<file path="src/rtl/eirq_cfg.svh">
// Register offsets, field positions, reset values and timing figures of the interrupt block
`ifndef EIRQ_CFG_SVH
`define EIRQ_CFG_SVH

`define EIRQ_ADDR_W          8
`define EIRQ_OFS_STATUS      8'h58
`define EIRQ_OFS_ENABLE      8'h5C
`define EIRQ_OFS_PROBE       8'h64
`define EIRQ_OFS_LEVEL       8'h68
`define EIRQ_OFS_CTRL        8'h70
`define EIRQ_OFS_STATE       8'h74

`define EIRQ_BIT_SOFT        31
`define EIRQ_BIT_TX_DONE     21
`define EIRQ_BIT_RX_XFER     20
`define EIRQ_BIT_TIMER       19
`define EIRQ_BIT_PHY         18
`define EIRQ_BIT_POWER       17
`define EIRQ_BIT_TXS_OVF     16
`define EIRQ_BIT_RX_OVSZ     15
`define EIRQ_BIT_RX_ERR      14
`define EIRQ_BIT_TX_ERR      13
`define EIRQ_BIT_TXD_OVR     10
`define EIRQ_BIT_TXD_SPACE   9
`define EIRQ_BIT_TXS_FULL    8
`define EIRQ_BIT_TXS_LEVEL   7
`define EIRQ_BIT_RX_DROP     6
`define EIRQ_BIT_RXS_FULL    4
`define EIRQ_BIT_RXS_LEVEL   3

// Writable mask: bits 30:26, 22, 12:11 and 5 stay zero
`define EIRQ_ENABLE_WMASK    32'h83BF_E7DF
// Clearable flags: same set as enable, minus the PHY reflection
`define EIRQ_STATUS_W1C      32'h83BB_E7DF
`define EIRQ_ENABLE_RST      32'h0000_0000

`define EIRQ_LVL_TXSPACE_MSB 31
`define EIRQ_LVL_TXSPACE_LSB 24
`define EIRQ_LVL_TXSTAT_MSB  23
`define EIRQ_LVL_TXSTAT_LSB  16
`define EIRQ_LVL_RXSTAT_MSB  7
`define EIRQ_LVL_RXSTAT_LSB  0
`define EIRQ_LEVEL_RST       32'h4800_0000

`define EIRQ_CTRL_SOFT_BIT   0
`define EIRQ_CTRL_PIN_LSB    1
`define EIRQ_CTRL_RST        32'h0000_0000

`define EIRQ_TIMER_WRAP      16'hFFFF
`define EIRQ_OVERSIZE_BYTES  12'h800
`define EIRQ_PROBE_VALUE     32'h8765_4321

`endif

</file>
<file path="src/rtl/eirq_pkg.sv">
// Types shared by the interrupt status and enable block
package eirq_pkg;

    typedef struct packed {
        logic        tx_buffer_done;
        logic        rx_xfer_done;
        logic        timer_tick;
        logic [15:0] timer_value;
        logic        phy_event;
        logic        power_event;
        logic        tx_status_overflow;
        logic        rx_frame_end;
        logic [11:0] rx_frame_bytes;
        logic        rx_error;
        logic        tx_error;
        logic        tx_data_write;
        logic        tx_data_full;
        logic [7:0]  tx_free_blocks;
        logic        tx_status_full;
        logic [7:0]  tx_status_used;
        logic        rx_frame_drop;
        logic        rx_status_full;
        logic [7:0]  rx_status_used;
    } eirq_src_type;

    typedef struct packed {
        logic [7:0]  addr;
        logic [31:0] wdata;
        logic        wr;
        logic        rd;
    } eirq_bus_type;

    typedef enum logic [1:0] {
        EIRQ_AWAKE,
        EIRQ_ASLEEP
    } eirq_pwr_type;

endpackage : eirq_pkg

</file>
<file path="src/rtl/eirq_pin_edge.sv">
// Per-pin synchroniser and rising or falling edge detector for the three pin events
`include "eirq_cfg.svh"
module eirq_pin_edge
    import eirq_pkg::*;
(
    input  wire logic       ref_clk,
    input  wire logic       rst,
    input  wire logic [2:0] pin_in,
    input  wire logic [2:0] pin_enable,
    input  wire logic [2:0] pin_falling,
    output logic      [2:0] pin_event
);
    logic [2:0] sync1_ff;
    logic [2:0] sync2_ff;
    logic [2:0] last_ff;

    // Two flops before anything looks at the pins
    always_ff @(posedge ref_clk) begin
        if (rst) begin
            sync1_ff <= 3'h0;
            sync2_ff <= 3'h0;
            last_ff  <= 3'h0;
        end else begin
            sync1_ff <= pin_in;
            sync2_ff <= sync1_ff;
            last_ff  <= sync2_ff;
        end
    end

    always_comb begin
        pin_event = pin_enable & ((~pin_falling & sync2_ff & ~last_ff) |
                                  (pin_falling & ~sync2_ff & last_ff));
    end

endmodule : eirq_pin_edge

</file>
<file path="src/rtl/eirq_core.sv">
// Interrupt status and enable registers with master interrupt and wake logic
`include "eirq_cfg.svh"
module eirq_core
    import eirq_pkg::*;
(
    input  wire logic         ref_clk,
    input  wire logic         rst,
    input  wire eirq_bus_type bus,
    output logic       [31:0] rd_data,
    input  wire eirq_src_type src,
    input  wire logic   [2:0] pin_in,
    input  wire logic         deassert_hold,
    output logic              irq_master,
    output logic              irq_out,
    output logic              wake_up,
    output logic              asleep
);
    logic [31:0]  status_ff;
    logic [31:0]  enable_ff;
    logic [31:0]  level_ff;
    logic [31:0]  ctrl_ff;
    logic [31:0]  rd_data_ff;
    logic         irq_master_ff;
    logic         irq_out_ff;
    logic         wake_ff;
    logic         asleep_ff;
    eirq_pwr_type pwr_ff;
    logic [31:0]  events;
    logic [31:0]  clear_bits;
    logic [31:0]  nxt_status;
    logic [31:0]  nxt_rd_data;
    logic [2:0]   pin_event;
    logic [15:0]  timer_last_ff;
    logic         phy_sync1_ff;
    logic         phy_sync2_ff;
    logic         phy_bit;
    logic         any_active;
    logic         power_active;

    function automatic logic wr_hit(input eirq_bus_type b, input logic [7:0] ofs);
        wr_hit = b.wr && (b.addr == ofs);
    endfunction : wr_hit

    function automatic logic [7:0] lvl_field(input logic [31:0] r, input int lsb);
        lvl_field = r[lsb +: 8];
    endfunction : lvl_field

    eirq_pin_edge u_pin_edge (
        .ref_clk     (ref_clk),
        .rst         (rst),
        .pin_in      (pin_in),
        .pin_enable  (ctrl_ff[`EIRQ_CTRL_PIN_LSB +: 3]),
        .pin_falling (ctrl_ff[`EIRQ_CTRL_PIN_LSB + 3 +: 3]),
        .pin_event   (pin_event)
    );

    // PHY event comes from another block on its own timing
    always_ff @(posedge ref_clk) begin
        if (rst) begin
            phy_sync1_ff <= 1'b0;
            phy_sync2_ff <= 1'b0;
        end else begin
            phy_sync1_ff <= src.phy_event;
            phy_sync2_ff <= phy_sync1_ff;
        end
    end
    assign phy_bit = phy_sync2_ff;

    always_ff @(posedge ref_clk) begin
        if (rst) begin
            timer_last_ff <= 16'h0000;
        end else begin
            timer_last_ff <= src.timer_value;
        end
    end

    always_comb begin
        events = 32'h0000_0000;
        events[`EIRQ_BIT_SOFT]      = ctrl_ff[`EIRQ_CTRL_SOFT_BIT];
        events[`EIRQ_BIT_TX_DONE]   = src.tx_buffer_done;
        events[`EIRQ_BIT_RX_XFER]   = src.rx_xfer_done;
        events[`EIRQ_BIT_TIMER]     = src.timer_tick && (timer_last_ff == 16'h0000)
                                      && (src.timer_value == `EIRQ_TIMER_WRAP);
        events[`EIRQ_BIT_POWER]     = src.power_event;
        events[`EIRQ_BIT_TXS_OVF]   = src.tx_status_overflow;
        events[`EIRQ_BIT_RX_OVSZ]   = src.rx_frame_end &&
                                      (src.rx_frame_bytes > `EIRQ_OVERSIZE_BYTES);
        events[`EIRQ_BIT_RX_ERR]    = src.rx_error;
        events[`EIRQ_BIT_TX_ERR]    = src.tx_error;
        events[`EIRQ_BIT_TXD_OVR]   = src.tx_data_write && src.tx_data_full;
        events[`EIRQ_BIT_TXD_SPACE] = src.tx_free_blocks >
                                      lvl_field(level_ff, `EIRQ_LVL_TXSPACE_LSB);
        events[`EIRQ_BIT_TXS_FULL]  = src.tx_status_full;
        events[`EIRQ_BIT_TXS_LEVEL] = src.tx_status_used >
                                      lvl_field(level_ff, `EIRQ_LVL_TXSTAT_LSB);
        events[`EIRQ_BIT_RX_DROP]   = src.rx_frame_drop;
        events[`EIRQ_BIT_RXS_FULL]  = src.rx_status_full;
        events[`EIRQ_BIT_RXS_LEVEL] = src.rx_status_used >
                                      lvl_field(level_ff, `EIRQ_LVL_RXSTAT_LSB);
        events[2:0]                 = pin_event;
    end

    // Set wins over clear so an event in the acknowledge cycle survives
    always_comb begin
        clear_bits = 32'h0000_0000;
        if (wr_hit(bus, `EIRQ_OFS_STATUS)) begin
            clear_bits = bus.wdata & `EIRQ_STATUS_W1C;
        end
        nxt_status = ((status_ff & ~clear_bits) | events) & `EIRQ_STATUS_W1C;
        nxt_status[`EIRQ_BIT_PHY] = phy_bit;
    end

    always_ff @(posedge ref_clk) begin
        if (rst) begin
            status_ff <= 32'h0000_0000;
        end else begin
            status_ff <= nxt_status;
        end
    end

    always_ff @(posedge ref_clk) begin
        if (rst) begin
            enable_ff <= `EIRQ_ENABLE_RST;
        end else if (wr_hit(bus, `EIRQ_OFS_ENABLE)) begin
            enable_ff <= bus.wdata & `EIRQ_ENABLE_WMASK;
        end
    end

    always_ff @(posedge ref_clk) begin
        if (rst) begin
            level_ff <= `EIRQ_LEVEL_RST;
        end else if (wr_hit(bus, `EIRQ_OFS_LEVEL)) begin
            level_ff <= bus.wdata & 32'hFFFF_00FF;
        end
    end

    always_ff @(posedge ref_clk) begin
        if (rst) begin
            ctrl_ff <= `EIRQ_CTRL_RST;
        end else if (wr_hit(bus, `EIRQ_OFS_CTRL)) begin
            ctrl_ff <= bus.wdata & 32'h0000_007F;
        end
    end

    // Master line ignores the hold-off; the pin output honours it except for an enabled power event
    always_comb begin
        any_active   = |(status_ff & enable_ff);
        power_active = status_ff[`EIRQ_BIT_POWER] & enable_ff[`EIRQ_BIT_POWER];
    end

    always_ff @(posedge ref_clk) begin
        if (rst) begin
            irq_master_ff <= 1'b0;
            irq_out_ff    <= 1'b0;
        end else begin
            irq_master_ff <= any_active;
            irq_out_ff    <= (any_active && !deassert_hold) || power_active;
        end
    end

    // Power events only flag status; sleep ends solely on a probe write
    // Sleep flag is its own flop so the output needs no decode after the register
    always_ff @(posedge ref_clk) begin
        if (rst) begin
            pwr_ff    <= EIRQ_AWAKE;
            wake_ff   <= 1'b0;
            asleep_ff <= 1'b0;
        end else begin
            wake_ff <= 1'b0;
            case (pwr_ff)
                EIRQ_AWAKE: begin
                    if (wr_hit(bus, `EIRQ_OFS_CTRL) && bus.wdata[7]) begin
                        pwr_ff    <= EIRQ_ASLEEP;
                        asleep_ff <= 1'b1;
                    end
                end
                EIRQ_ASLEEP: begin
                    if (wr_hit(bus, `EIRQ_OFS_PROBE)) begin
                        pwr_ff    <= EIRQ_AWAKE;
                        wake_ff   <= 1'b1;
                        asleep_ff <= 1'b0;
                    end
                end
                default: begin
                    pwr_ff    <= EIRQ_AWAKE;
                    asleep_ff <= 1'b0;
                end
            endcase
        end
    end

    always_comb begin
        nxt_rd_data = 32'h0000_0000;
        if (bus.rd) begin
            case (bus.addr)
                `EIRQ_OFS_STATUS: nxt_rd_data = status_ff;
                `EIRQ_OFS_ENABLE: nxt_rd_data = enable_ff;
                `EIRQ_OFS_PROBE:  nxt_rd_data = `EIRQ_PROBE_VALUE;
                `EIRQ_OFS_LEVEL:  nxt_rd_data = level_ff;
                `EIRQ_OFS_CTRL:   nxt_rd_data = ctrl_ff;
                `EIRQ_OFS_STATE:  nxt_rd_data = {30'h0, irq_out_ff, irq_master_ff};
                default:          nxt_rd_data = 32'h0000_0000;
            endcase
        end
    end

    // Read data stands only in the cycle after the strobe
    always_ff @(posedge ref_clk) begin
        if (rst) begin
            rd_data_ff <= 32'h0000_0000;
        end else begin
            rd_data_ff <= nxt_rd_data;
        end
    end

    assign rd_data    = rd_data_ff;
    assign irq_master = irq_master_ff;
    assign irq_out    = irq_out_ff;
    assign wake_up    = wake_ff;
    assign asleep     = asleep_ff;

endmodule : eirq_core

</file>
<file path="config.mk">
export PLATFORM = sky130hd
export DESIGN_NAME = eirq_core
export DESIGN_NICKNAME = d
export VERILOG_FILES = /design/src/rtl/eirq_pkg.sv /design/src/rtl/eirq_pin_edge.sv /design/src/rtl/eirq_core.sv
export VERILOG_INCLUDE_DIRS = /design/src /design/src/rtl
export SDC_FILE = /design/constraint.sdc
export NUM_CORES = 1
export LEC_CHECK = 0
export ABC_AREA = 1
export BUFFER_PORTS_ARGS = -buffer_cell sky130_fd_sc_hd__buf_4
export CORE_MARGIN = 2
export CORE_UTILIZATION = 48
export CTS_CLUSTER_SIZE = 25
export DETAILED_ROUTE_END_ITERATION = 7
export HOLD_SLACK_MARGIN = 0.12
export PLACE_DENSITY = 0.82
export SLEW_MARGIN = 0
export SYNTH_ARGS = -nofsm -noshare
export SYNTH_HDL_FRONTEND = slang
export SYNTH_SLANG_ARGS = --single-unit
export TNS_END_PERCENT = 100
</file>
<file path="constraint.sdc">
create_clock -name ref_clk -period 1.1 [get_ports ref_clk]
set_input_delay 0.165 -clock ref_clk [delete_from_list [all_inputs] [get_ports ref_clk]]
set_output_delay 0.165 -clock ref_clk [all_outputs]
set_load 0.02 [all_outputs]
</file>
==> impl_metrics.py, run 1 <==
metrics = {
    "outcome": {
        "outcome": "complete, but fails checks",
        "violations": "setup timing",
    },
    "synth": {
        "synth_edf_count": 0,
        "synthDistinctLibCells": 29,
        "avgSynthCellArea_um2": 7.072,
        "ys_ff_latch": 138,
        "synth_cells": 876,
        "syn_area_um2": 6195,
        "seq_area_frac_synth": 0.4460,
        "ys_warn_count": 0,
        "synth_top_area_cell": "dfxtp_1",
        "ys.flop_type": "dfxtp_1",
        "yosys-top-cells-area": "dfxtp_1 (45%), nand2_1 (14%), nor2_1 (9.7%)",
        "ys_top_cells_by_count": "nand2_1 (235), nor2_1 (160), dfxtp_1 (138), inv_1 (95), a21oi_1 (59)",
        "synthMostInstantiatedCell": "nand2_1",
        "postSynth.asyncResetShare": 0,
        "synth_top_area_share": 0.4460,
    },
    "sta": {
        "fin_crit_sh": 1.240,
        "tightest_slew_ps": 542.8,
        "max_freq_ghz": 0.7332,
        "setup_viol": 3,
        "maxSlewHeadroom": 0.6381,
        "fin_crit_ps": 1364,
        "rsz0062_at_grt": "yes",
        "drv_slew": 0,
        "hold_viol_final": 0,
        "fin_skew_ps": 8.600,
        "worst_slack_ps": -263.9,
    },
    "setup_path": {
        "timing.rr.start": "level_ff[29]$_SDFFE_PP0P_",
        "critPathKind": "flop to flop",
        "cp-end-kind": "flop",
        "worst_ep_required_time_ps": 1380,
        "rr_endpoint": "status_ff[9]$_SDFF_PP0_",
        "crit_fanout": 2,
        "cp-start-kind": "flop",
        "crit_arrival_ps": 1640,
        "regToRegSetupSlack_ps": -260,
        "r2r_cells": 8,
    },
    "clocking": {
        "cts_tree": "done",
        "clock-sinks": 138,
        "cts_max_level": 4,
        "cts_buffer_depth": 2,
        "cts_root_buf": "clkbuf_16",
        "numCtsBuffers": 17,
        "path_clk_slew_ps": 60,
        "insertion_delay_ps": 420,
    },
    "floorplan": {
        "core_region_area_um2": 12620,
        "rows": 41,
        "ioPinCount": 150,
        "dieHeight_um": 117.6,
        "die_w_um": 117.6,
        "initial_core_util": 0.4909,
        "die-area_um2": 13830,
    },
    "global_routing": {
        "grt_usage": 0.2951,
        "overflow": 0,
        "grt_pass1_vias": 6763,
        "grt_max_degree": 49,
        "antenna_found_initial": 0,
        "grt_first_pass_wirelength_um": 32780,
    },
    "pwr": {
        "ir_worst_vdd_v": 0.001391,
        "p_int_mw": 10.15,
        "p_clk_frac": 0.509,
        "power_density_nw_per_um2": 1341,
        "power.leakage_nw": 4.547,
        "seqPwrFrac": 0.398,
        "p_sw_mw": 2.766,
        "p_sw_frac": 0.2141,
        "combPwrFrac": 0.093,
    },
    "layout": {
        "fin_util": 0.7635,
        "syn2layout_area_growth_pct": 55.54,
        "fin_cells": 1325,
        "drive_gt1_frac": 0.3166,
        "fillers": 852,
        "nets": 1278,
        "insertedDiodeCount": 0,
    },
    "detailed_routing": {
        "dr.pass1.iters": 8,
        "routedWlPerCell_um": 15.48,
        "wl_met1_um": 8087,
        "viasPerCell": 5.042,
        "wl_met2_um": 10410,
        "via_count": 6680,
        "finalWirelength_um": 20510,
        "ant_nets": 0,
        "route.met3.wl_um": 1517,
        "top_layer_used": "met4",
        "drc": 0,
        "drt_iter0_markers": 577,
    },
    "min_path": {
        "worstHoldStart": "src[41]",
        "worst_hold_path.num_cells": 5,
        "hold_end": "status_ff[15]$_SDFF_PP0_",
        "hp-class": "input port to flop",
    },
    "placement": {
        "portBuffers": 145,
        "place_hpwl_um": 12700,
        "gp_congestion": 0.9389,
        "dp.cells": 1222,
    },
    "job": {
        "cap_violations": 0,
    },
}
[per-layer routing]
layer,up-vias,global-route usage
met5,-,0
met1,3081,0.3438
li1,3258,-
met4,0,0.1032
met2,298,0.5262
met3,43,0.07219
[final cells by class]
type | instances | area [um2] | area share
Clock buffer | 20 | 466.7 | 0.04844
Clock inverter | 12 | 217.7 | 0.02259
Inverter | 101 | 409.1 | 0.04246
Multi-Input combinational cell | 605 | 3173 | 0.3293
Sequential cell | 138 | 2794 | 0.2900
Tap cell | 172 | 215.2 | 0.02233
Timing Repair Buffer | 277 | 2360 | 0.2449
[cells by family (layout without fill, tap and decap cells)]
logic type | Yosys count | in the layout | share of synthesized area
compound gates | 107 | 107 | 0.09129
other cells | 1 | 2 | 0.0006054
simple gates | 472 | 472 | 0.3183
fa+ha+maj | 24 | 24 | 0.04848
buf+inv | 134 | 410 | 0.09533
flops | 138 | 138 | 0.4460
[stage by stage]
step	power, mW	cell area, um2	setup WS (ps)	TNS (ps)	hold slack [ps]
after CTS	12.85	9505	-181.8	-407.2	125.4
after floorplan	5.599	6270	-40.68	-311.8	256.6
final	12.92	9635	-263.9	-584.7	211.3
after detailed placement	6.125	7925	-247.2	-18430	373.2
after global placement	6.102	7925	-225.9	-16290	365.1
after global routing	13.26	9635	-281.0	-771.2	224.5
[worst max-delay path, cell delays in order (launching register included)]
cell,delay [ps]
dfxtp_2,320
inv_2,80
ha_4,200
a21oi_2,140
nor2_1,60
nor2_2,160
nand2_2,90
nand2_2,110
a21oi_2,70
[power groups by stage]
stage	registers [mW]	clock network (mW)	logic, mW
global route	5.15	6.82	1.29
CTS	5.14	6.60	1.12
global placement	5.24	0	0.860
finish	5.14	6.58	1.20
floorplan	5.23	0	0.365
detailed placement	5.24	0	0.881
[registers in the layout (all words and copies together) (netlist names), 3 cells and up]
register / flops
ctrl_ff: 7
enable_ff: 23
level_ff: 24
rd_data: 30
status_ff: 23
timer_last_ff: 16
u_pin_edge.last_ff: 3
u_pin_edge.sync1_ff: 3
u_pin_edge.sync2_ff: 3
[worst max-delay path by stage]
stage / start / end / slack [ps] / cells past startpoint
floorplan: level_ff[29]$_SDFFE_PP0P_ / status_ff[9]$_SDFF_PP0_ / -40 / 8
finish: level_ff[29]$_SDFFE_PP0P_ / status_ff[9]$_SDFF_PP0_ / -260 / 8
detailed placement: level_ff[31]$_SDFFE_PP0P_ / status_ff[9]$_SDFF_PP0_ / -250 / 8
global placement: bus[35] / rd_data[21]$_SDFF_PP0_ / -230 / 10
global route: level_ff[28]$_SDFFE_PP0P_ / status_ff[9]$_SDFF_PP0_ / -280 / 7
CTS: level_ff[31]$_SDFFE_PP0P_ / status_ff[9]$_SDFF_PP0_ / -180 / 7
[cell usage in the layout (no fill, tap or decap), types with 38 or more instances in the layout]
cell type,count
inv_1,71
buf_4,202
o21ai_0,38
a21oi_1,53
nand3_1,42
dlygate4sd3_1,64
nor2_1,150
nand2_1,221
dfxtp_1,115
[repair_timing]
| item | in CTS | in global routing |
|---|---|---|
| buffers inserted | 5 | 2 |
| endpoints found under the setup margin | 8 | 8 |
| hold buffers | 64 | 0 |
| hold endpoints to repair | 96 | 0 |
| pin swaps | 28 | 14 |
| gates resized for setup | 54 | 39 |
Note: power is estimated with default switching activity, not from simulation.
==> run 2, diff against run 1 <==
Settings changed: CORE_UTILIZATION 48 to 49, PLACE_DENSITY 0.82 to 0.83, SYNTH_HIERARCHICAL set to 1, TNS_END_PERCENT 100 to 20.
==> run 2 against run 1 <==
The flow still finishes with violations (setup timing). Design area shrank 0.44%. Final cell count increased by 1.1%. Worst hold slack lost 38 ps. Sequential power hardly changed. Clock skew shrank 3.4 ps. Global-route usage about the same. Non-clock buffer count is 6 lower. Via count grew 2.7%. Routed wire length fell by 1.5%. First-iteration DRC count grew 31%. Clock power is 5.3% lower. Power fell by 2.9%. Highest routed layer unchanged.
==> impl_metrics.py, run 2 <==
metrics = {
    "outcome": {
        "outcome": "complete, but fails checks",
        "violations": "setup timing",
    },
    "synth": {
        "synth_top_area_cell": "dfxtp_1",
        "avgSynthCellArea_um2": 7.036,
        "yosys.area_share.xor_xnor": 0,
        "yosys-top-cells-area": "dfxtp_1 (44%), nand2_1 (14%), nor2_1 (9.5%)",
        "synth_compound_area_frac": 0.08871,
        "synth_top_area_share": 0.4372,
        "synth_top_family_by_area": "simple AND/OR/NAND/NOR gates",
        "seq_area_frac_synth": 0.4372,
        "synthAdderAreaFrac": 0.04752,
        "synthSimpleGateAreaFrac": 0.3267,
        "ys_ff_latch": 138,
        "synthMostInstantiatedCell": "nand2_1",
        "synth_edf_count": 0,
        "synthDistinctLibCells": 29,
        "synth.area.mux_share": 0,
        "postSynth.asyncResetShare": 0,
        "syn_area_um2": 6319,
        "ys.flop_type": "dfxtp_1",
        "synth_cells": 898,
        "ys_top_cells_by_count": "nand2_1 (233), nor2_1 (160), dfxtp_1 (138), inv_1 (106), a21oi_1 (60)",
        "ys_warn_count": 6,
    },
    "layout": {
        "final_cell_mix": "nand2_1 (231), buf_4 (196), nor2_1 (153), dfxtp_1 (119), inv_1 (91)",
        "fillers": 854,
        "drive_gt1_frac": 0.2877,
        "final_common_cell": "nand2_1",
        "multiInputGateArea_um2": 3167,
        "largest_reg_flops": 30,
        "ff_latch_area_um2": 2786,
        "insertedDiodeCount": 0,
        "fin_cells": 1340,
        "syn2layout_area_growth_pct": 51.82,
        "nets": 1294,
    },
    "pwr": {
        "power_mw": 12.55,
        "seqPwrFrac": 0.410,
        "p_clk_frac": 0.496,
        "power.leakage_nw": 4.550,
        "p_sw_mw": 2.687,
        "combPwrFrac": 0.094,
        "ir_worst_vdd_v": 0.001310,
        "power_density_nw_per_um2": 1308,
        "p_sw_frac": 0.2141,
        "p_int_mw": 9.864,
    },
    "floorplan": {
        "ioPinCount": 150,
        "dieHeight_um": 117.6,
        "initial_core_util": 0.5007,
        "die_w_um": 117.6,
        "rows": 41,
        "die-area_um2": 13820,
        "core_region_area_um2": 12620,
    },
    "setup_path": {
        "worst_ep_required_time_ps": 1460,
        "regToRegSetupSlack_ps": -220,
        "critPathKind": "flop to flop",
        "cp-start-kind": "flop",
        "crit_fanout": 2,
        "crit_arrival_ps": 1670,
        "cp-end-kind": "flop",
    },
    "detailed_routing": {
        "drc": 0,
        "finalWirelength_um": 20210,
        "dr.pass1.iters": 5,
        "via_count": 6858,
        "drt_iter0_markers": 756,
        "routedWlPerCell_um": 15.08,
        "ant_nets": 0,
        "viasPerCell": 5.118,
    },
    "placement": {
        "portBuffers": 145,
        "place_hpwl_um": 12800,
        "gp_congestion": 0.9455,
        "dp_slack_ps": -239.5,
        "dp.cells": 1245,
    },
    "sta": {
        "setup_viol": 3,
        "setup-tns-final_ps": -464.9,
        "fin_crit_sh": 1.196,
        "max_freq_ghz": 0.7604,
        "rsz0062_at_grt": "yes",
        "fin_skew_ps": 5.208,
        "fin_crit_ps": 1315,
        "hold_viol_final": 0,
        "drv_slew": 0,
        "worst_hold_slack_ps": 173.8,
        "worst_slack_ps": -215.1,
    },
    "clocking": {
        "cts_tree": "done",
        "cts_max_level": 4,
        "cts_root_buf": "clkbuf_16",
        "path_clk_slew_ps": 60,
        "clock-sinks": 138,
        "numCtsBuffers": 17,
        "insertion_delay_ps": 430,
        "cts_buffer_depth": 2,
    },
    "global_routing": {
        "antenna_found_initial": 0,
        "grt_usage": 0.2950,
        "grt_max_degree": 75,
        "grt_util_met3": 0.07316,
        "busiest_layer": "met2",
        "grt_pass1_vias": 6803,
        "overflow": 0,
        "grtUsageMet2": 0.4974,
        "grtUsageMet1": 0.3584,
        "grt_first_pass_wirelength_um": 32830,
    },
    "min_path": {
        "hp-class": "input port to flop",
    },
    "job": {
        "cap_violations": 0,
    },
}
[run 2: cell count changes in the layout (fill, tap and decap cells not counted), sizes merged, moves of 3 or more]
| cell | delta |
|---|---|
| inv | +13 |
| nand3 | +3 |
| buf | -6 |
| clkbuf | +5 |
| nor2 | +10 |
| o211ai | -4 |
| clkinv | -5 |
[run 2: path summary, 6_finish.rpt]
check / startpoint / end / cells past startpoint
worst min-delay path: src[41] / status_ff[15]$_SDFF_PP0_ / 5
worst max-delay path: level_ff[28]$_SDFFE_PP0P_ / status_ff[9]$_SDFF_PP0_ / 8
worst max register to register: level_ff[28]$_SDFFE_PP0P_ / status_ff[9]$_SDFF_PP0_ / 8
worst min register to register: phy_bit$_SDFF_PP0_ / status_ff[18]$_SDFF_PP0_ / 2
[run 2: worst max-delay path, stage by stage, from the launching register on]
cell and delay, ps:
dfxtp_2 320, inv_1 60, ha_2 310, nand2_1 60
nor2_2 130, nand2_1 90, nand2_1 90, nand2_2 70
a21oi_2 110
[run 2: cell type report]
cell class              count  share of cell area
flip-flops and latches    138              0.2905
inverters                 114             0.04813
clock inverters             6             0.01383
multi-input cells         614              0.3301
repair buffers            271              0.2413
clock buffers              25             0.05374
well taps                 172             0.02243
[run 2: metrics by stage]
step                instance area (um2)  utilization
finish                             9593       0.7602
global route                       9593       0.7602
CTS                                9544       0.7563
global placement                   8065       0.6391
detailed placement                 8065       0.6391
floorplan                          6384            -
[run 2: cells by family after synthesis]
kind of cell | count (synthesis)
other | 1
AOI/OAI and AO/OA | 106
buffers and inverters | 147
adders and majority gates | 24
and+or+nand+nor | 482
DFF | 138
[run 2: per-layer routing]
metal  routed length [um]  part of all wire
met5                    0                 0
met2                 9832              0.49
met4                  685             0.034
met3                 1661             0.082
met1                 8029              0.40
[run 2: power groups by stage]
stage	sequential [mW]	clock, mW	combinational [mW]
2_1_floorplan	5.23	0	0.378
3_3_place_gp	5.25	0	0.882
3_5_place_dp	5.25	0	0.894
4_1_cts	5.14	6.26	1.12
5_1_grt	5.15	6.49	1.28
6_report	5.14	6.23	1.18
[run 2: timing repair]
item                       4_1_cts  5_1_grt
hold buffers                    64        0
buffers inserted                 0        0
resized for setup               44       16
hold endpoints to repair        95        0
setup endpoints to repair        9        9
pin swaps                       15        6
==> run 3, diff against run 2 <==
--- a/config.mk
+++ b/config.mk
@@ -10,9 +10,9 @@
 export BUFFER_PORTS_ARGS = -buffer_cell sky130_fd_sc_hd__buf_4
 export CORE_MARGIN = 2
-export CORE_UTILIZATION = 49
+export CORE_UTILIZATION = 58
 export CTS_CLUSTER_SIZE = 25
 export DETAILED_ROUTE_END_ITERATION = 7
 export HOLD_SLACK_MARGIN = 0.12
-export PLACE_DENSITY = 0.83
+export PLACE_DENSITY = 0.91
 export SLEW_MARGIN = 0
 export SYNTH_ARGS = -nofsm -noshare
==> constraint.sdc (replaced) <==
create_clock -name ref_clk -period 1.52 [get_ports ref_clk]
set_input_delay 0.228 -clock ref_clk [delete_from_list [all_inputs] [get_ports ref_clk]]
set_output_delay 0.228 -clock ref_clk [all_outputs]
set_load 0.1 [all_outputs]
==> run 3 against run 2 <==
The run now ends clean. Power is 32% lower. Sequential share of layout area is 1.8 points higher. Combinational power is 30% lower. Highest routed layer unchanged. Fmax is 12% lower. Clock power is 35% lower. Critical path type unchanged. Global-route usage is 9.4 points higher. Flip-flop and latch count stayed put. Sequential power is 27% lower. Die area is 15% lower. Via count is 7.2% higher. Worst setup slack better by 240 ps. Clock-buffer cell count is 6 lower.
==> impl_metrics.py, run 3 (same netlist as run 2, synthesis figures left out) <==
metrics = {
    "outcome": {
        "outcome": "finished clean",
    },
    "global_routing": {
        "grt_util_met3": 0.1290,
        "grtUsageMet2": 0.6631,
        "grt_max_degree": 75,
        "busiest_layer": "met2",
        "overflow": 0,
        "grt_usage": 0.3892,
        "antenna_found_initial": 0,
        "grtUsageMet1": 0.3999,
        "grt_first_pass_wirelength_um": 35230,
        "grt_pass1_vias": 7434,
    },
    "setup_path": {
        "crit_arrival_ps": 1950,
        "regToRegSetupSlack_ps": 30,
        "cp-end-kind": "flop",
        "worst_ep_required_time_ps": 1970,
        "crit_fanout": 3,
        "critPathKind": "flop to flop",
        "r2r_cells": 8,
        "cp-start-kind": "flop",
    },
    "sta": {
        "worst_slack_ps": 26.35,
        "fin_skew_ps": 12.26,
        "fin_crit_sh": 0.9827,
        "hold_viol_final": 0,
        "max_freq_ghz": 0.6695,
        "drv_slew": 0,
        "worst_hold_slack_ps": 199.9,
        "fin_crit_ps": 1494,
        "setup_viol": 0,
    },
    "placement": {
        "portBuffers": 145,
        "gp_congestion": 0.9481,
        "dp_slack_ps": 9.716,
        "dp.cells": 1177,
        "place_hpwl_um": 12090,
    },
    "clocking": {
        "clock-sinks": 138,
        "cts_buffer_depth": 2,
        "path_clk_slew_ps": 70,
        "cts_root_buf": "clkbuf_8",
        "insertion_delay_ps": 530,
        "cts_max_level": 4,
        "cts_tree": "done",
        "numCtsBuffers": 17,
    },
    "pwr": {
        "ir_worst_vdd_v": 0.0006203,
        "power_density_nw_per_um2": 956.8,
        "power.leakage_nw": 4.325,
    },
    "detailed_routing": {
        "finalWirelength_um": 22630,
        "dr.pass1.iters": 8,
        "drt_iter0_markers": 953,
        "ant_nets": 0,
        "via_count": 7354,
        "routedWlPerCell_um": 17.68,
        "drc": 0,
        "viasPerCell": 5.745,
    },
    "layout": {
        "fillers": 575,
        "fin_util": 0.8340,
        "final_cell_mix": "nand2_1 (232), buf_4 (164), nor2_1 (160), dfxtp_1 (138), inv_1 (106)",
        "drive_gt1_frac": 0.2123,
        "insertedDiodeCount": 0,
        "nets": 1265,
        "syn2layout_area_growth_pct": 41.82,
        "fin_cells": 1280,
        "largest_reg_flops": 30,
        "final_common_cell": "nand2_1",
    },
    "floorplan": {
        "dieHeight_um": 108.4,
        "die-area_um2": 11750,
        "rows": 38,
        "ioPinCount": 150,
        "core_region_area_um2": 10750,
        "initial_core_util": 0.5880,
        "die_w_um": 108.4,
    },
    "min_path": {
        "hp-class": "input port to flop",
        "worst_hold_path.num_cells": 3,
    },
    "job": {
        "cap_violations": 0,
    },
}
-- run 3: cell types whose count changed in the layout (fill, tap and decap cells not counted), moves of 14 or more --
cell | previous run | this run
inv_1 | 91 | 106
ha_4 | 14 | 0
dfxtp_2 | 19 | 0
dfxtp_1 | 119 | 138
buf_4 | 196 | 164
ha_1 | 9 | 24
-- run 3: power breakdown --
group          switching [mW]  internal [mW]  leakage (nW)
Combinational           0.399          0.422          2.93
Sequential             0.0422           3.68          1.12
Clock                    1.64           2.39         0.271
-- run 3: routing by layer --
layer  routed length (um)  vias to the layer above
li1                     -                     3230
met1                 7205                     3243
met2                10730                      656
met3                 2902                      225
met4                 1793                        0
met5                    0                        -
-- run 3: path summary, 6_finish.rpt --
check | from | to
setup / recovery | level_ff[20]$_SDFFE_PP0P_ | status_ff[7]$_SDFF_PP0_
hold / removal | rst | phy_sync1_ff$_SDFF_PP0_
setup reg to reg | level_ff[20]$_SDFFE_PP0P_ | status_ff[7]$_SDFF_PP0_
hold reg to reg | phy_bit$_SDFF_PP0_ | status_ff[18]$_SDFF_PP0_
-- run 3: area by class of cell --
cell class                 count  area [um2]  share of cell area
clock buffer                  19       431.7             0.04817
clock inverter                13       143.9             0.01606
multi-input combinational    614        2935              0.3276
inverter                     114       430.4             0.04803
sequential                   138        2763              0.3083
tap                          140       175.2             0.01955
timing repair buffer         242        2082              0.2323
-- run 3: per-stage QoR --
| step | TNS [ps] | instance area (um2) | power [mW] |
|---|---|---|---|
| after global routing | -16.39 | 8961 | 8.742 |
| final | 0 | 8961 | 8.574 |
| after CTS | 0 | 8959 | 8.473 |
| after global placement | 0 | 7672 | 4.393 |
| after detailed placement | 0 | 7672 | 4.415 |
| after floorplan | 0 | 6322 | 4.069 |
-- run 3: repair_timing --
action	CTS	global route
resized for setup	0	1
endpoints found under the setup margin	0	1
hold endpoints to repair	98	0
hold buffers	71	0
buffers inserted	0	0
-- run 3: worst max-delay path: stages, from the launching register on --
cell and delay (ps):
dfxtp_1 410, inv_1 70, ha_1 280, nand2_1 70, nor2_1 190, nand2_1 80, nand2_1 110, nand2_2 90
a21oi_1 130
